**config.mk**
```make
export PLATFORM = sky130hd
export DESIGN_NAME = lis_device
export DESIGN_NICKNAME = d
export VERILOG_FILES = /design/src/logic/lis_pkg.sv /design/src/logic/lis_device.sv /design/src/logic/lis_pin_sync.sv
export SDC_FILE = /design/constraint.sdc
export NUM_CORES = 1
export LEC_CHECK = 0
export BUFFER_PORTS_ARGS = -buffer_cell sky130_fd_sc_hd__buf_2
export CAP_MARGIN = 25
export CORE_MARGIN = 5
export CORE_UTILIZATION = 41
export CTS_BUF_LIST = sky130_fd_sc_hd__clkbuf_2 sky130_fd_sc_hd__clkbuf_4 sky130_fd_sc_hd__clkbuf_8
export CTS_CLUSTER_DIAMETER = 100
export DETAILED_ROUTE_END_ITERATION = 12
export GPL_ROUTABILITY_DRIVEN = 0
export GPL_TIMING_DRIVEN = 0
export HOLD_SLACK_MARGIN = 0.1
export PLACE_DENSITY = 0.63
export SETUP_SLACK_MARGIN = 0.4
export SLEW_MARGIN = 20
export SYNTH_ARGS = -nofsm -noshare
export SYNTH_HDL_FRONTEND = slang
export SYNTH_SLANG_ARGS = --single-unit
```
**constraint.sdc**
```tcl
create_clock -name mclk -period 3.8 [get_ports mclk]
set_clock_uncertainty 0.15 [all_clocks]
set_input_delay 0.19 -clock mclk [delete_from_list [all_inputs] [get_ports mclk]]
set_output_delay 0.19 -clock mclk [all_outputs]
set_load 0.01 [all_outputs]
```
**src/logic/lis_pkg.sv**
```systemverilog
package lis_pkg;

	// ************************************************************
	// Clock and timing.
	// ************************************************************
	localparam int MCLK_PERIOD_PS        = 8000;
	localparam int AUTO_INIT_MAX_TIME_NS = 10000;
	localparam int AUTO_INIT_CYC         = (AUTO_INIT_MAX_TIME_NS * 1000) / MCLK_PERIOD_PS;
	localparam int INIT_CAL_TIME_NS      = 1000;
	localparam int INIT_CAL_CYC          =
		(INIT_CAL_TIME_NS * 1000 + MCLK_PERIOD_PS - 1) / MCLK_PERIOD_PS;
	localparam int CNT_W                 = 11;

	// ************************************************************
	// Pins, commands and mode registers.
	// ************************************************************
	localparam int       PIN_W     = 22;
	localparam int       CA_W      = 10;
	localparam int       COL_W     = 10;
	localparam logic [3:0] CMD_MRW = 4'h0;
	localparam logic [3:0] CMD_MRR = 4'h8;
	localparam logic [3:0] CMD_PRE = 4'hB;
	localparam logic [2:0] CMD_RD  = 3'h5;
	localparam logic [2:0] CMD_WR  = 3'h1;
	localparam logic [1:0] CMD_ACT = 2'h2;
	localparam int       PRE_ALL_POS = 4;
	localparam logic [7:0] MA_MR0   = 8'h00;
	localparam logic [7:0] MA_MR1   = 8'h01;
	localparam logic [7:0] MA_MR2   = 8'h02;
	localparam logic [7:0] MA_MR3   = 8'h03;
	localparam logic [7:0] MA_MR10  = 8'h0A;
	localparam logic [7:0] MA_RESET = 8'h3F;
	localparam logic [7:0] ZQ_INIT_OP = 8'hFF;
	localparam logic [7:0] MR1_RST  = 8'h02;
	localparam logic [7:0] MR2_RST  = 8'h01;
	localparam logic [7:0] MR3_RST  = 8'h02;
	localparam logic [2:0] BL8_CODE  = 3'h3;
	localparam logic [2:0] BL16_CODE = 3'h4;
	localparam int       MR1_BT_POS = 3;
	localparam logic [1:0] CALIBRATION_PAD_INFO_NONE = 2'h0;
	localparam logic [1:0] CALIBRATION_PAD_INFO_OK   = 2'h3;
	localparam logic [4:0] MRR_BEATS = 5'h04;

	typedef enum logic [2:0] {
		ST_OFF, ST_BOOT, ST_AUTOINIT, ST_IDLE, ST_BANK, ST_ZQCAL, ST_RD, ST_WR
	} lis_state_e;

endpackage

```
**src/logic/lis_device.sv**
```systemverilog
// Function
// An access moves one 4n core word as four n-wide half-cycle pad transfers.
// Bursts start at the chosen column, run programmed length in programmed order.
// Outputs are only guaranteed off while clock enable is low.
// Controller holds clock enable low 100 ns after supply ramp.
// Controller gives five stable clocks before first clock enable rise.
// Mode reads before configuration need clock period 18 to 100 ns; the controller model runs the link at a 125 ns period.
// Controller keeps clock enable high, only no-ops, for 200 us.
// Controller then issues reset mode write, optionally after precharge-all.
// Controller waits 1 us of no-ops after the reset command.
// Until auto-init ends, controller sends only mode reads and power-down commands; the testbench also sends one read then.
// Device clears auto-init status within 10 us of reset, then idles.
// Controller polls auto-init status or waits the full 10 us.
// Controller should read device information registers before configuring.
// Calibration write to register 10 makes the device calibrate its drivers.
// Controller never overlaps calibration commands to different devices.
// Device is ready for normal operation 1 us after initial calibration.
// Controller programs registers 1, 2 and 3 before normal accesses.
// After configuration the device idles and accepts any valid command.
// A later reset command restarts initialization at the reset step.
// Controller holds clock enable low while power is removed.
// In the idle state every bank is precharged.
// Completed initial calibration sets the calibration pad information field.
// Controller derives waits as rounded-up cycle counts and drives no-ops.
// Controller reports done after configuration and holds user access until then; the controller model has no done report and no access gate.
module lis_device
	import lis_pkg::*;
(
	input  wire logic             mclk,                   // Core clock, 125 MHz.
	input  wire logic             rst,                    // Synchronous reset, active high.
	input  wire logic             ck_pin,                 // Link clock from the controller.
	input  wire logic             cke_pin,                // Clock enable pin.
	input  wire logic             cs_n_pin,               // Chip select, active low.
	input  wire logic [CA_W-1:0]  command_address_bus,    // Command/address pins.
	input  wire logic [7:0]       dq_in,                  // Data pins, input side.
	input  wire logic             dm_in,                  // Write data mask pin.
	output logic      [7:0]       dq_out,                 // Data pins, output side.
	output logic                  dq_oe,                  // Data pin drive enable.
	output logic                  dqs_out,                // Read data strobe.
	output logic                  dqs_oe,                 // Data strobe drive enable.
	output logic                  core_rd_strobe,         // Core word fetch pulse.
	input  wire logic [31:0]      core_rd_word,           // Core word, valid cycle after fetch.
	output logic                  core_wr_valid,          // Core word store pulse.
	output logic      [31:0]      core_wr_word,           // Assembled write word.
	output logic      [3:0]       core_wr_mask,           // Byte mask of the write word.
	output logic      [2:0]       core_bank,              // Bank of the access.
	output logic      [COL_W-1:0] core_col,               // Column of the core word.
	output logic                  auto_init_status_bit,   // Auto-init still in progress.
	output logic      [1:0]       calibration_pad_info,   // Calibration pad result.
	output logic                  device_ready,           // Calibration finished.
	output logic                  device_idle,            // Idle state.
	output logic                  all_banks_precharged    // No bank is open.
);

	// ************************************************************
	// Pin synchronisation and edge detection.
	// ************************************************************
	logic [PIN_W-1:0] pins_s;
	logic             ck_s, cke_s, cs_n_s, dm_s;
	logic [CA_W-1:0]  ca_s;
	logic [7:0]       dq_s;
	logic             ck_d_ff, nxt_ck_d;
	logic             ck_rise, ck_fall;

	lis_pin_sync #(.W(PIN_W)) u_sync (
		.mclk    (mclk),
		.rst     (rst),
		.pin_in  ({ck_pin, cke_pin, cs_n_pin, command_address_bus, dq_in, dm_in}),
		.pin_out (pins_s)
	);

	assign {ck_s, cke_s, cs_n_s, ca_s, dq_s, dm_s} = pins_s;
	assign ck_rise = ck_s & ~ck_d_ff;
	assign ck_fall = ~ck_s & ck_d_ff;

	// ************************************************************
	// Command decode: rising half captured, falling half completes.
	// ************************************************************
	logic [CA_W-1:0] rise_ca_ff, nxt_rise_ca;
	logic            pend_ff, nxt_pend;
	logic            cmd_go;
	logic [3:0]      cop;
	logic [7:0]      ma, op;
	logic [COL_W-1:0] cmd_col;

	assign cmd_go  = ck_fall & pend_ff;
	assign cop     = rise_ca_ff[3:0];
	assign ma      = {ca_s[1:0], rise_ca_ff[9:4]};
	assign op      = ca_s[9:2];
	assign cmd_col = {ca_s[9:1], rise_ca_ff[5]};

	// ************************************************************
	// Sequencing state.
	// ************************************************************
	lis_state_e       state_ff, nxt_state, ret_ff, nxt_ret;
	logic [CNT_W-1:0] ai_cnt_ff, nxt_ai_cnt, cnt_ff, nxt_cnt;
	logic             dai_ff, nxt_dai, ready_ff, nxt_ready;
	logic [1:0]       calibration_pad_info_ff, nxt_calibration_pad_info;
	logic [7:0]       mr1_ff, nxt_mr1, mr2_ff, nxt_mr2, mr3_ff, nxt_mr3;
	logic [7:0]       bank_open_ff, nxt_bank_open;
	logic [4:0]       beat_ff, nxt_beat, beats_ff, nxt_beats, beat_p1;
	logic             mrr_ff, nxt_mrr;
	logic [7:0]       mrr_data_ff, nxt_mrr_data;
	logic [31:0]      word_ff, nxt_word, wr_word_ff, nxt_wr_word;
	logic [3:0]       wr_mask_ff, nxt_wr_mask;
	logic             latch_ff, nxt_latch;
	logic [COL_W-1:0] base_col_ff, nxt_base_col, col_ff, nxt_col, seq_col;
	logic [2:0]       bank_ff, nxt_bank;
	logic [7:0]       dq_ff, nxt_dq;
	logic             dqoe_ff, nxt_dqoe, dqs_ff, nxt_dqs, dqsoe_ff, nxt_dqsoe;
	logic             rds_ff, nxt_rds, wrv_ff, nxt_wrv;
	logic [1:0]       bl_code;
	logic [1:0]       word_idx;
	logic             edge_any;

	assign edge_any = ck_rise | ck_fall;
	assign beat_p1  = beat_ff + 5'h01;
	assign bl_code  = (mr1_ff[2:0] == BL16_CODE) ? 2'h2 :
	                  (mr1_ff[2:0] == BL8_CODE)  ? 2'h1 : 2'h0;
	assign word_idx = (state_ff == ST_WR) ? beat_ff[3:2] : beat_p1[3:2];

	lis_burst_col #(.COL_W(COL_W)) u_col (
		.base_col   (base_col_ff),
		.bl_code    (bl_code),
		.interleave (mr1_ff[MR1_BT_POS]),
		.word_idx   (word_idx),
		.col        (seq_col)
	);

	always_comb begin
		nxt_ck_d      = ck_s;
		nxt_rise_ca   = rise_ca_ff;
		nxt_pend      = pend_ff;
		nxt_state     = state_ff;
		nxt_ret       = ret_ff;
		nxt_ai_cnt    = ai_cnt_ff;
		nxt_cnt       = cnt_ff;
		nxt_dai       = dai_ff;
		nxt_ready     = ready_ff;
		nxt_calibration_pad_info      = calibration_pad_info_ff;
		nxt_mr1       = mr1_ff;
		nxt_mr2       = mr2_ff;
		nxt_mr3       = mr3_ff;
		nxt_bank_open = bank_open_ff;
		nxt_beat      = beat_ff;
		nxt_beats     = beats_ff;
		nxt_mrr       = mrr_ff;
		nxt_mrr_data  = mrr_data_ff;
		nxt_latch     = rds_ff;
		nxt_word      = latch_ff ? core_rd_word : word_ff;
		nxt_wr_word   = wr_word_ff;
		nxt_wr_mask   = wr_mask_ff;
		nxt_base_col  = base_col_ff;
		nxt_col       = col_ff;
		nxt_bank      = bank_ff;
		nxt_dq        = dq_ff;
		nxt_dqoe      = dqoe_ff;
		nxt_dqs       = dqs_ff;
		nxt_dqsoe     = dqsoe_ff;
		nxt_rds       = 1'b0;
		nxt_wrv       = 1'b0;
		if (ck_rise) begin
			nxt_rise_ca = ca_s;
			nxt_pend    = cke_s & ~cs_n_s;
		end else if (ck_fall) begin
			nxt_pend = 1'b0;
		end
		// The auto-init timer only runs once a reset command has started it.
		if (dai_ff && state_ff != ST_OFF && state_ff != ST_BOOT) begin
			nxt_ai_cnt = ai_cnt_ff + 11'h001;
			if (ai_cnt_ff == CNT_W'(AUTO_INIT_CYC - 1)) begin
				nxt_dai = 1'b0;
			end
		end
		case (state_ff)
			ST_OFF: begin
				if (ck_rise && cke_s) begin
					nxt_state = ST_BOOT;
				end
			end
			ST_BOOT: begin
				nxt_state = ST_BOOT;
			end
			ST_AUTOINIT: begin
				if (!dai_ff) begin
					nxt_state = ST_IDLE;
				end else if (cmd_go && cop == CMD_MRR) begin
					nxt_state = ST_RD;
					nxt_ret   = ST_AUTOINIT;
					nxt_mrr   = 1'b1;
					nxt_beats = MRR_BEATS;
					nxt_beat  = 5'h00;
					nxt_mrr_data = (ma == MA_MR0) ? {3'h0, calibration_pad_info_ff, 2'h0, dai_ff} : 8'h00;
				end
			end
			ST_IDLE, ST_BANK: begin
				if (cmd_go) begin
					nxt_ret = (bank_open_ff == 8'h00) ? ST_IDLE : ST_BANK;
					if (cop == CMD_MRW) begin
						if (ma == MA_MR1) nxt_mr1 = op;
						if (ma == MA_MR2) nxt_mr2 = op;
						if (ma == MA_MR3) nxt_mr3 = op;
						if (ma == MA_MR10 && op == ZQ_INIT_OP && state_ff == ST_IDLE) begin
							nxt_state = ST_ZQCAL;
							nxt_cnt   = '0;
							nxt_ready = 1'b0;
						end
					end else if (cop == CMD_MRR) begin
						nxt_state = ST_RD;
						nxt_mrr   = 1'b1;
						nxt_beats = MRR_BEATS;
						nxt_beat  = 5'h00;
						nxt_mrr_data = (ma == MA_MR0) ? {3'h0, calibration_pad_info_ff, 2'h0, dai_ff} : 8'h00;
					end else if (cop == CMD_PRE) begin
						if (rise_ca_ff[PRE_ALL_POS]) begin
							nxt_bank_open = 8'h00;
						end else begin
							nxt_bank_open[rise_ca_ff[9:7]] = 1'b0;
						end
						nxt_state = ST_IDLE;
						if (!rise_ca_ff[PRE_ALL_POS] &&
						    (bank_open_ff & ~(8'h01 << rise_ca_ff[9:7])) != 8'h00) begin
							nxt_state = ST_BANK;
						end
					end else if (cop[2:0] == CMD_RD || cop[2:0] == CMD_WR) begin
						nxt_state    = (cop[2:0] == CMD_RD) ? ST_RD : ST_WR;
						nxt_mrr      = 1'b0;
						nxt_beat     = 5'h00;
						nxt_beats    = 5'h04 << bl_code;
						nxt_base_col = cmd_col;
						nxt_col      = cmd_col;
						nxt_bank     = rise_ca_ff[9:7];
						nxt_rds      = (cop[2:0] == CMD_RD);
					end else if (cop[1:0] == CMD_ACT) begin
						nxt_bank_open[rise_ca_ff[9:7]] = 1'b1;
						nxt_state = ST_BANK;
					end
				end
			end
			ST_ZQCAL: begin
				nxt_cnt = cnt_ff + 11'h001;
				if (cnt_ff == CNT_W'(INIT_CAL_CYC - 1)) begin
					nxt_state = ST_IDLE;
					nxt_ready = 1'b1;
					nxt_calibration_pad_info  = CALIBRATION_PAD_INFO_OK;
				end
			end
			ST_RD: begin
				if (edge_any) begin
					if (beat_ff == beats_ff) begin
						nxt_dqoe  = 1'b0;
						nxt_dqsoe = 1'b0;
						nxt_state = ret_ff;
					end else begin
						nxt_dq    = mrr_ff ? ((beat_ff == 5'h00) ? mrr_data_ff : 8'h00)
						                   : word_ff[{beat_ff[1:0], 3'b000} +: 8];
						nxt_dqoe  = 1'b1;
						nxt_dqs   = ck_rise;
						nxt_dqsoe = 1'b1;
						nxt_beat  = beat_p1;
						if (!mrr_ff && beat_ff[1:0] == 2'h3 && beat_p1 != beats_ff) begin
							nxt_rds = 1'b1;
							nxt_col = seq_col;
						end
					end
				end
			end
			ST_WR: begin
				if (edge_any) begin
					if (beat_ff == beats_ff) begin
						nxt_state = ret_ff;
					end else begin
						nxt_wr_word[{beat_ff[1:0], 3'b000} +: 8] = dq_s;
						nxt_wr_mask[beat_ff[1:0]] = dm_s;
						nxt_beat = beat_p1;
						if (beat_ff[1:0] == 2'h3) begin
							nxt_wrv = 1'b1;
							nxt_col = seq_col;
						end
					end
				end
			end
			default: begin
				nxt_state = ST_OFF;
			end
		endcase
		if (cmd_go && cop == CMD_MRW && ma == MA_RESET &&
		    (state_ff == ST_BOOT || state_ff == ST_AUTOINIT ||
		     state_ff == ST_IDLE || state_ff == ST_BANK)) begin
			nxt_state     = ST_AUTOINIT;
			nxt_dai       = 1'b1;
			nxt_ai_cnt    = '0;
			nxt_ready     = 1'b0;
			nxt_mr1       = MR1_RST;
			nxt_mr2       = MR2_RST;
			nxt_mr3       = MR3_RST;
			nxt_bank_open = 8'h00;
		end
		if (!cke_s) begin
			nxt_dqoe  = 1'b0;
			nxt_dqsoe = 1'b0;
		end
	end

	always_ff @(posedge mclk) begin
		if (rst) begin
			ck_d_ff <= 1'b0; rise_ca_ff <= '0; pend_ff <= 1'b0;
			state_ff <= ST_OFF; ret_ff <= ST_IDLE;
			ai_cnt_ff <= '0; cnt_ff <= '0; dai_ff <= 1'b1; ready_ff <= 1'b0;
			calibration_pad_info_ff <= CALIBRATION_PAD_INFO_NONE; mr1_ff <= MR1_RST; mr2_ff <= MR2_RST; mr3_ff <= MR3_RST;
			bank_open_ff <= 8'h00; beat_ff <= 5'h00; beats_ff <= MRR_BEATS;
			mrr_ff <= 1'b0; mrr_data_ff <= 8'h00; word_ff <= 32'h00000000;
			wr_word_ff <= 32'h00000000; wr_mask_ff <= 4'h0; latch_ff <= 1'b0;
			base_col_ff <= '0; col_ff <= '0; bank_ff <= 3'h0;
			dq_ff <= 8'h00; dqoe_ff <= 1'b0; dqs_ff <= 1'b0; dqsoe_ff <= 1'b0;
			rds_ff <= 1'b0; wrv_ff <= 1'b0;
		end else begin
			ck_d_ff <= nxt_ck_d; rise_ca_ff <= nxt_rise_ca; pend_ff <= nxt_pend;
			state_ff <= nxt_state; ret_ff <= nxt_ret;
			ai_cnt_ff <= nxt_ai_cnt; cnt_ff <= nxt_cnt; dai_ff <= nxt_dai; ready_ff <= nxt_ready;
			calibration_pad_info_ff <= nxt_calibration_pad_info; mr1_ff <= nxt_mr1; mr2_ff <= nxt_mr2; mr3_ff <= nxt_mr3;
			bank_open_ff <= nxt_bank_open; beat_ff <= nxt_beat; beats_ff <= nxt_beats;
			mrr_ff <= nxt_mrr; mrr_data_ff <= nxt_mrr_data; word_ff <= nxt_word;
			wr_word_ff <= nxt_wr_word; wr_mask_ff <= nxt_wr_mask; latch_ff <= nxt_latch;
			base_col_ff <= nxt_base_col; col_ff <= nxt_col; bank_ff <= nxt_bank;
			dq_ff <= nxt_dq; dqoe_ff <= nxt_dqoe; dqs_ff <= nxt_dqs; dqsoe_ff <= nxt_dqsoe;
			rds_ff <= nxt_rds; wrv_ff <= nxt_wrv;
		end
	end

	assign dq_out               = dq_ff;
	assign dq_oe                = dqoe_ff;
	assign dqs_out              = dqs_ff;
	assign dqs_oe               = dqsoe_ff;
	assign core_rd_strobe       = rds_ff;
	assign core_wr_valid        = wrv_ff;
	assign core_wr_word         = wr_word_ff;
	assign core_wr_mask         = wr_mask_ff;
	assign core_bank            = bank_ff;
	assign core_col             = col_ff;
	assign auto_init_status_bit = dai_ff;
	assign calibration_pad_info = calibration_pad_info_ff;
	assign device_ready         = ready_ff;
	assign device_idle          = (state_ff == ST_IDLE);
	assign all_banks_precharged = (bank_open_ff == 8'h00);
endmodule

// Column of each core word inside a burst, sequential or interleaved.
module lis_burst_col #(
	parameter int COL_W = 10
) (
	input  wire logic [COL_W-1:0] base_col,    // Starting column.
	input  wire logic [1:0]       bl_code,     // 0: four, 1: eight, 2: sixteen transfers.
	input  wire logic             interleave,  // Interleaved order when high.
	input  wire logic [1:0]       word_idx,    // Core word index in the burst.
	output logic      [COL_W-1:0] col          // Column of that word.
);

	logic [3:0] off;
	logic [3:0] mask;
	logic [3:0] low;

	if (COL_W < 5) begin : g_bad_col
		$error("lis_burst_col needs at least five column bits");
	end

	always_comb begin
		off  = {word_idx, 2'b00};
		mask = (bl_code == 2'h2) ? 4'hF : (bl_code == 2'h1) ? 4'h7 : 4'h3;
		low  = interleave ? (base_col[3:0] ^ off) : (base_col[3:0] + off);
		col  = {base_col[COL_W-1:4], (base_col[3:0] & ~mask) | (low & mask)};
	end

endmodule

```
**src/logic/lis_pin_sync.sv**
```systemverilog
module lis_pin_sync #(
	parameter int W = 1
) (
	input  wire logic         mclk,    // Core clock.
	input  wire logic         rst,     // Synchronous reset, active high.
	input  wire logic [W-1:0] pin_in,  // Raw pins from outside the clock domain.
	output logic      [W-1:0] pin_out  // Filtered, synchronised pins.
);

	logic [W-1:0] s1_ff;
	logic [W-1:0] s2_ff;
	logic [W-1:0] s3_ff;
	logic [W-1:0] out_ff;
	logic [W-1:0] nxt_out;

	if (W < 1) begin : g_bad_w
		$error("lis_pin_sync needs at least one bit");
	end

	// A bit moves only once the second and third stages agree.
	always_comb begin
		nxt_out = (s2_ff & ~(s2_ff ^ s3_ff)) | (out_ff & (s2_ff ^ s3_ff));
	end

	always_ff @(posedge mclk) begin
		if (rst) begin
			s1_ff  <= '0;
			s2_ff  <= '0;
			s3_ff  <= '0;
			out_ff <= '0;
		end else begin
			s1_ff  <= pin_in;
			s2_ff  <= s1_ff;
			s3_ff  <= s2_ff;
			out_ff <= nxt_out;
		end
	end

	assign pin_out = out_ff;

endmodule

```
[Yosys cells after proc, flatten, opt, wreduce, memory -nomap -nowiden]
Index checks and enable logic that the tools add are counted.
Cells by class
  divide/modulo/power cells: 0
  $add $sub $neg: 5
  bitwise logic cells: 30
  mux-type cells: 108
  $mul: 0
  reduce and logical (&&, ||, !) cells: 55
  equal/unequal tests: 61
  shift-type cells: 5
  order comparisons: 4
Operators by type and width (number)
  10-bit 2-to-1 mux: 11
  5-bit 2-to-1 mux: 18
  8-bit 2-to-1 mux: 11
  3-bit 2-to-1 mux: 19
  22-bit bitwise AND: 2
  2-bit != test, second input constant: 19
  11-bit 2-to-1 mux: 3
  32-bit bitwise mux: 1
  8-bit by 7-bit variable shift with 32-bit output, first input constant: 1
  32-bit by 6-bit indexed part select with 8-bit output: 1
  8-bit by 7-bit indexed part select with 32-bit output: 1
  10-bit one-hot mux with 3 select lines: 1
  1-bit 2-to-1 mux: 27
  11-bit by 1-bit adder with 11-bit output, second input constant: 2
  22-bit NOT: 1
  22-bit bitwise OR: 1
  11-bit one-hot mux with 2 select lines: 1
  22-bit XOR: 1
  3-bit != test, second input constant: 7
  3-bit == test, second input constant: 6
  3-bit one-hot mux with 6 select lines: 1
  6-bit AND reduction: 3
  8-bit bitwise AND: 2
  8-bit zero test: 2
  66 further kinds: 126
Storage, ports and cells
  bits in latches: 0
  word-level logic and storage cells: 301
  memories: 0
  register bits after elaboration: 266
  bits in writable memories: 0
  ROM bits: 0
  output and inout bits: 68

[Depth between registers and ports, before layout]
  word-level depth: 13
  gate-level depth with buffers: 12
  gate-level depth less buffers: 10

[Cells and area by module]
Synthesis repeated with hierarchy kept, for this count alone.
Second synthesis, totals
  cells, all modules: 1136
  area total of the unflattened synthesis: 10533.9 µm²
By module, submodules not included
  lis_device: area each 7860.0 µm², times used 1, cells each 890
  lis_pin_sync: area each 2537.4 µm², times used 1, cells each 229
  lis_burst_col: area each 136.4 µm², times used 1, cells each 17

[Worst setup path before layout]
OpenSTA, ideal clock, no wires.
  path type: register to register
  start: register beat_ff[0]
  end: register wr_word_ff[21], in the netlist core_wr_word[21]
  slack: 0.898 ns
  path buffers: 4
  library setup time: 0.132 ns
  data arrival time: 2.620 ns
  cell stages (with the launch flop): 12
  path through: dfxtp_1 -> clkbuf_1 -> buf_2 -> inv_1 -> ha_1 -> clkbuf_1 -> nor4b_2 -> nor3_1 -> clkbuf_1 -> nand2_1 -> nand2_1 -> a21oi_1
Between the ends
  cells in the longest elaborated chain, start to end: 3
Ends and longest elaborated chain
  start: declaration: RTL line lis_device.sv:101  | logic [4:0] beat_ff, nxt_beat, beats_ff, nxt_beats, beat_p1;
  start signal: assignment: RTL line lis_device.sv:322  | bank_open_ff <= nxt_bank_open; beat_ff <= nxt_beat; beats_ff <= nxt_beats;
  5-bit negator with 7-bit output or 5-bit == test (tied branches): RTL line lis_device.sv:273, lis_device.sv:270
  8-bit by 7-bit indexed part select with 32-bit output (tied with other cells): RTL line lis_device.sv:273  | nxt_wr_word[{beat_ff[1:0], 3'b000} +: 8] = dq_s;
  32-bit bitwise mux or 3-bit AND reduction (tied branches)
  end signal: assignment: RTL line lis_device.sv:324  | wr_word_ff <= nxt_wr_word; wr_mask_ff <= nxt_wr_mask; latch_ff <= nxt_latch;
  end: declaration: RTL line lis_device.sv:104  | logic [31:0] word_ff, nxt_word, wr_word_ff, nxt_wr_word;
Parallel ways exist; a longest one is shown, timed or not.
A chain may end at the register's enable or synchronous reset.

[Worst setup path after layout]
  start: register beat_ff[0]
  end: register beat_ff[4]
Between the ends
  cells in the longest elaborated chain, start to end: 4
Ends and longest elaborated chain
  5-bit by 1-bit adder with 5-bit output: RTL line lis_device.sv:117  | assign beat_p1 = beat_ff + 5'h01;
  5-bit 2-to-1 mux: RTL line lis_device.sv:250, lis_device.sv:270
  5-bit 2-to-1 mux: RTL line lis_device.sv:249  | if (edge_any) begin
  5-bit one-hot mux with 3 select lines: RTL line lis_device.sv:175  | case (state_ff)
Parallel ways exist; a longest one is shown, timed or not. The select of a mux whose other input is x is not followed.

==> impl_metrics.env <==
export IMPL_grtUsageMet1_pct=26.1
export IMPL_cp_arrival_ps=3540
export IMPL_busiest_layer="met2"
export IMPL_synth_top_cell_by_area="dfxtp_1"
export IMPL_leakagePower_nw=4.94
export IMPL_synth_edff_count=0
export IMPL_place_ws_ps=-209
export IMPL_std_cell_rows=58
export IMPL_maxSlewViolCount=0
export IMPL_startpoint_type="flop"
export IMPL_whs_ps=122
export IMPL_yosys_warnings=0
export IMPL_hp_class="input port to flop"
export IMPL_wl_mm=28.2
export IMPL_slew_headroom_pct=38.9
export IMPL_fin_crit_sh_pct=84.5
export IMPL_syn_area_mm2=0.0105
export IMPL_dp_hpwl_mm=20.0
export IMPL_syn_inst=1163
export IMPL_fin_tns_setup_ps=0
export IMPL_rsz0062_at_grt="no"
export IMPL_required_ps=4130
export IMPL_mostFrequentLayoutCells="dfxtp_1 (258), nor2_1 (133), buf_2 (127)"
export IMPL_period_needed_ps=3210
export IMPL_via_per_inst=5.20
export IMPL_cts_buffers=45
export IMPL_syn2layout_area_growth_pct=24.8
export IMPL_io_buffer_count=122
export IMPL_drt_iter0_markers=719
export IMPL_overflow=0
export IMPL_die_y_um=170
export IMPL_seq_area_frac_synth_pct=49.2
export IMPL_ys_flop_type="dfxtp_1"
export IMPL_synth_area_top_cells="dfxtp_1 (49%), mux2i_1 (6.0%), a21oi_1 (5.2%), nor2_1 (4.8%), nor2b_1 (4.5%)"
export IMPL_syn_avg_cell_area_um2=9.03
export IMPL_synth_nets=1234
export IMPL_clock_path_buffers=3
export IMPL_grt_max_degree=14
export IMPL_synth_cell_types=68
export IMPL_synthArstFlopShare_pct=0
export IMPL_place_inst=1615
export IMPL_vdd_drop_max_v=0.000379
export IMPL_worstSetupPathType="flop to flop"
export IMPL_use_met2_pct=31.3
export IMPL_h_tree_depth=2
export IMPL_use_met3_pct=2.86
export IMPL_nNetsFinal=1459
export IMPL_critPathCaptureType="flop"
export IMPL_core_mm2=0.0252
export IMPL_drt_pass1_iterations=5
export IMPL_fin_cells=1751
export IMPL_clkTransAtPathRegs_ps=60
export IMPL_fillers=2320
export IMPL_finalHoldViolations=0
export IMPL_ant_nets=0
export IMPL_clkLatencyLatePin_ps=550
export IMPL_drive_above_1_share_pct=17.0
export IMPL_grt_first_pass_wirelength_mm=45.3
export IMPL_yosys_area_top_type_share_pct=49.2
export IMPL_vias=9098
export IMPL_die_area_mm2=0.0289
export IMPL_tightest_slew_ps=915
export IMPL_numClockSinks=258
export IMPL_wl_per_cell_um=16.1
export IMPL_fmax_ghz=0.311
export IMPL_start_util_pct=41.7
export IMPL_tritoncts="built"
export IMPL_drc_errors=0
export IMPL_diodes=0
export IMPL_root_buffer="clkbuf_8"
export IMPL_powerDensity_mw_per_mm2=496
export IMPL_status="finished, final reports clean"
export IMPL_cp_max_fo=10
export IMPL_grt_use_total_pct=19.3
export IMPL_synth_seq_cells=258
export IMPL_setup_violations=0
export IMPL_maxCapViolCount=0
export IMPL_mostFrequentLayoutCell="dfxtp_1"
export IMPL_setup_ws_ps=588
export IMPL_first_global_vias=8721
export IMPL_pin_count=124
export IMPL_antenna_found_initial=0
export IMPL_die_w_um=170
==> synth_stat cells (all sizes together), types with 3 or more instances <==
library cell	count
nor2b	76
ha	15
or4	9
o211ai	6
and3	11
or3	8
nand2b	12
mux2i	63
nand3b	4
nor3b	10
o21ai	49
nor4b	6
inv	16
and2	5
a21oi	110
xnor2	5
buf	18
clkbuf	50
nor2	133
a31oi	5
a211oi	5
dfxtp	258
nor4	6
mux4	8
a311oi	8
xor2	17
a221oi	3
nand4	8
nand3	64
nand2	118
nor3	15
o31ai	4
==> flip-flops by register name (all words and copies together), names as in the netlist, 2 cells and up, named ones only <==
name and count:
core_bank 3, dq_out 8, beats_ff 3, core_col 10, u_sync.s1_ff 22, cnt_ff 11, base_col_ff 10, state_ff 3
beat_ff 5, ai_cnt_ff 11, core_wr_word 32, rise_ca_ff 10, core_wr_mask 4, mrr_data_ff 2, u_sync.s3_ff 22, mr1_ff 4
u_sync.s2_ff 22, bank_open_ff 8, word_ff 32, ret_ff 3
==> final cells by class <==
class | count | area (um^2) | share of cell area [%]
plain buffers | 68 | 298 | 2.27
clock inverters | 9 | 95.1 | 0.726
multi-input cells | 820 | 5020 | 38.3
clock buffers | 71 | 871 | 6.65
repair buffers | 178 | 1180 | 8.99
well taps | 330 | 413 | 3.15
inverters | 17 | 63.8 | 0.487
flip-flops and latches | 258 | 5160 | 39.4
==> metal layers <==
layer / part of all wire [%] / up-vias
met3: 6.2 / 69
met5: 0 / -
li1: - / 4506
met4: 3.4 / 0
met2: 46 / 301
met1: 44 / 4222
==> cells by family after synthesis <==
| family | synth area share (%) |
|---|---|
| flip-flops | 49.2 |
| XOR/XNOR | 2.05 |
| AO/OA/AOI/OAI | 12.2 |
| buffers and inverters | 3.38 |
| adder cells (fa/ha/maj) | 1.79 |
| multiplexers | 7.72 |
| AND/OR/NAND/NOR | 23.6 |
==> worst max-delay path: stages, from the launching register on <==
cell	delay, ps
dfxtp_1	410
buf_2	290
buf_4	280
inv_1	150
ha_1	220
clkbuf_1	200
nor4b_4	220
o211ai_1	250
o221ai_2	270
or4_1	540
a21oi_1	130
==> path summary, 6_finish.rpt <==
check / start / endpoint / slack (ps) / depth (start not counted)
worst max-delay path: beat_ff[0] / beat_ff[4] / 590 / 10
worst max register to register: beat_ff[0] / beat_ff[4] / 590 / 10
worst min-delay path: rst / beats_ff[2] / 120 / 3
worst min register to register: u_sync.s1_ff[7] / u_sync.s2_ff[7] / 280 / 1
==> report_power, final <==
group | switching, W | internal (W)
Clock | 0.00112 | 0.00153
Combinational | 0.000606 | 0.000386
Sequential | 0.0000555 | 0.00280
==> what timing repair did <==
item	4_1_cts	5_1_grt
endpoints found under the setup margin	64	24
gates resized for setup	6	5
hold buffers	54	0
endpoints found under the hold margin	54	0
setup buffers	1	1
pin swaps	1	0
==> stage by stage <==
step | utilization (%) | instance area, um^2 | total power [W]
4_1_cts | 51.9 | 13100 | 0.00652
3_3_place_gp | 45.8 | 11500 | 0.00381
3_5_place_dp | 45.8 | 11500 | 0.00381
6_report | 52.0 | 13100 | 0.00650
5_1_grt | 52.0 | 13100 | 0.00678
2_1_floorplan | - | 10500 | 0.00353
(Power assumes the default switching activity.)
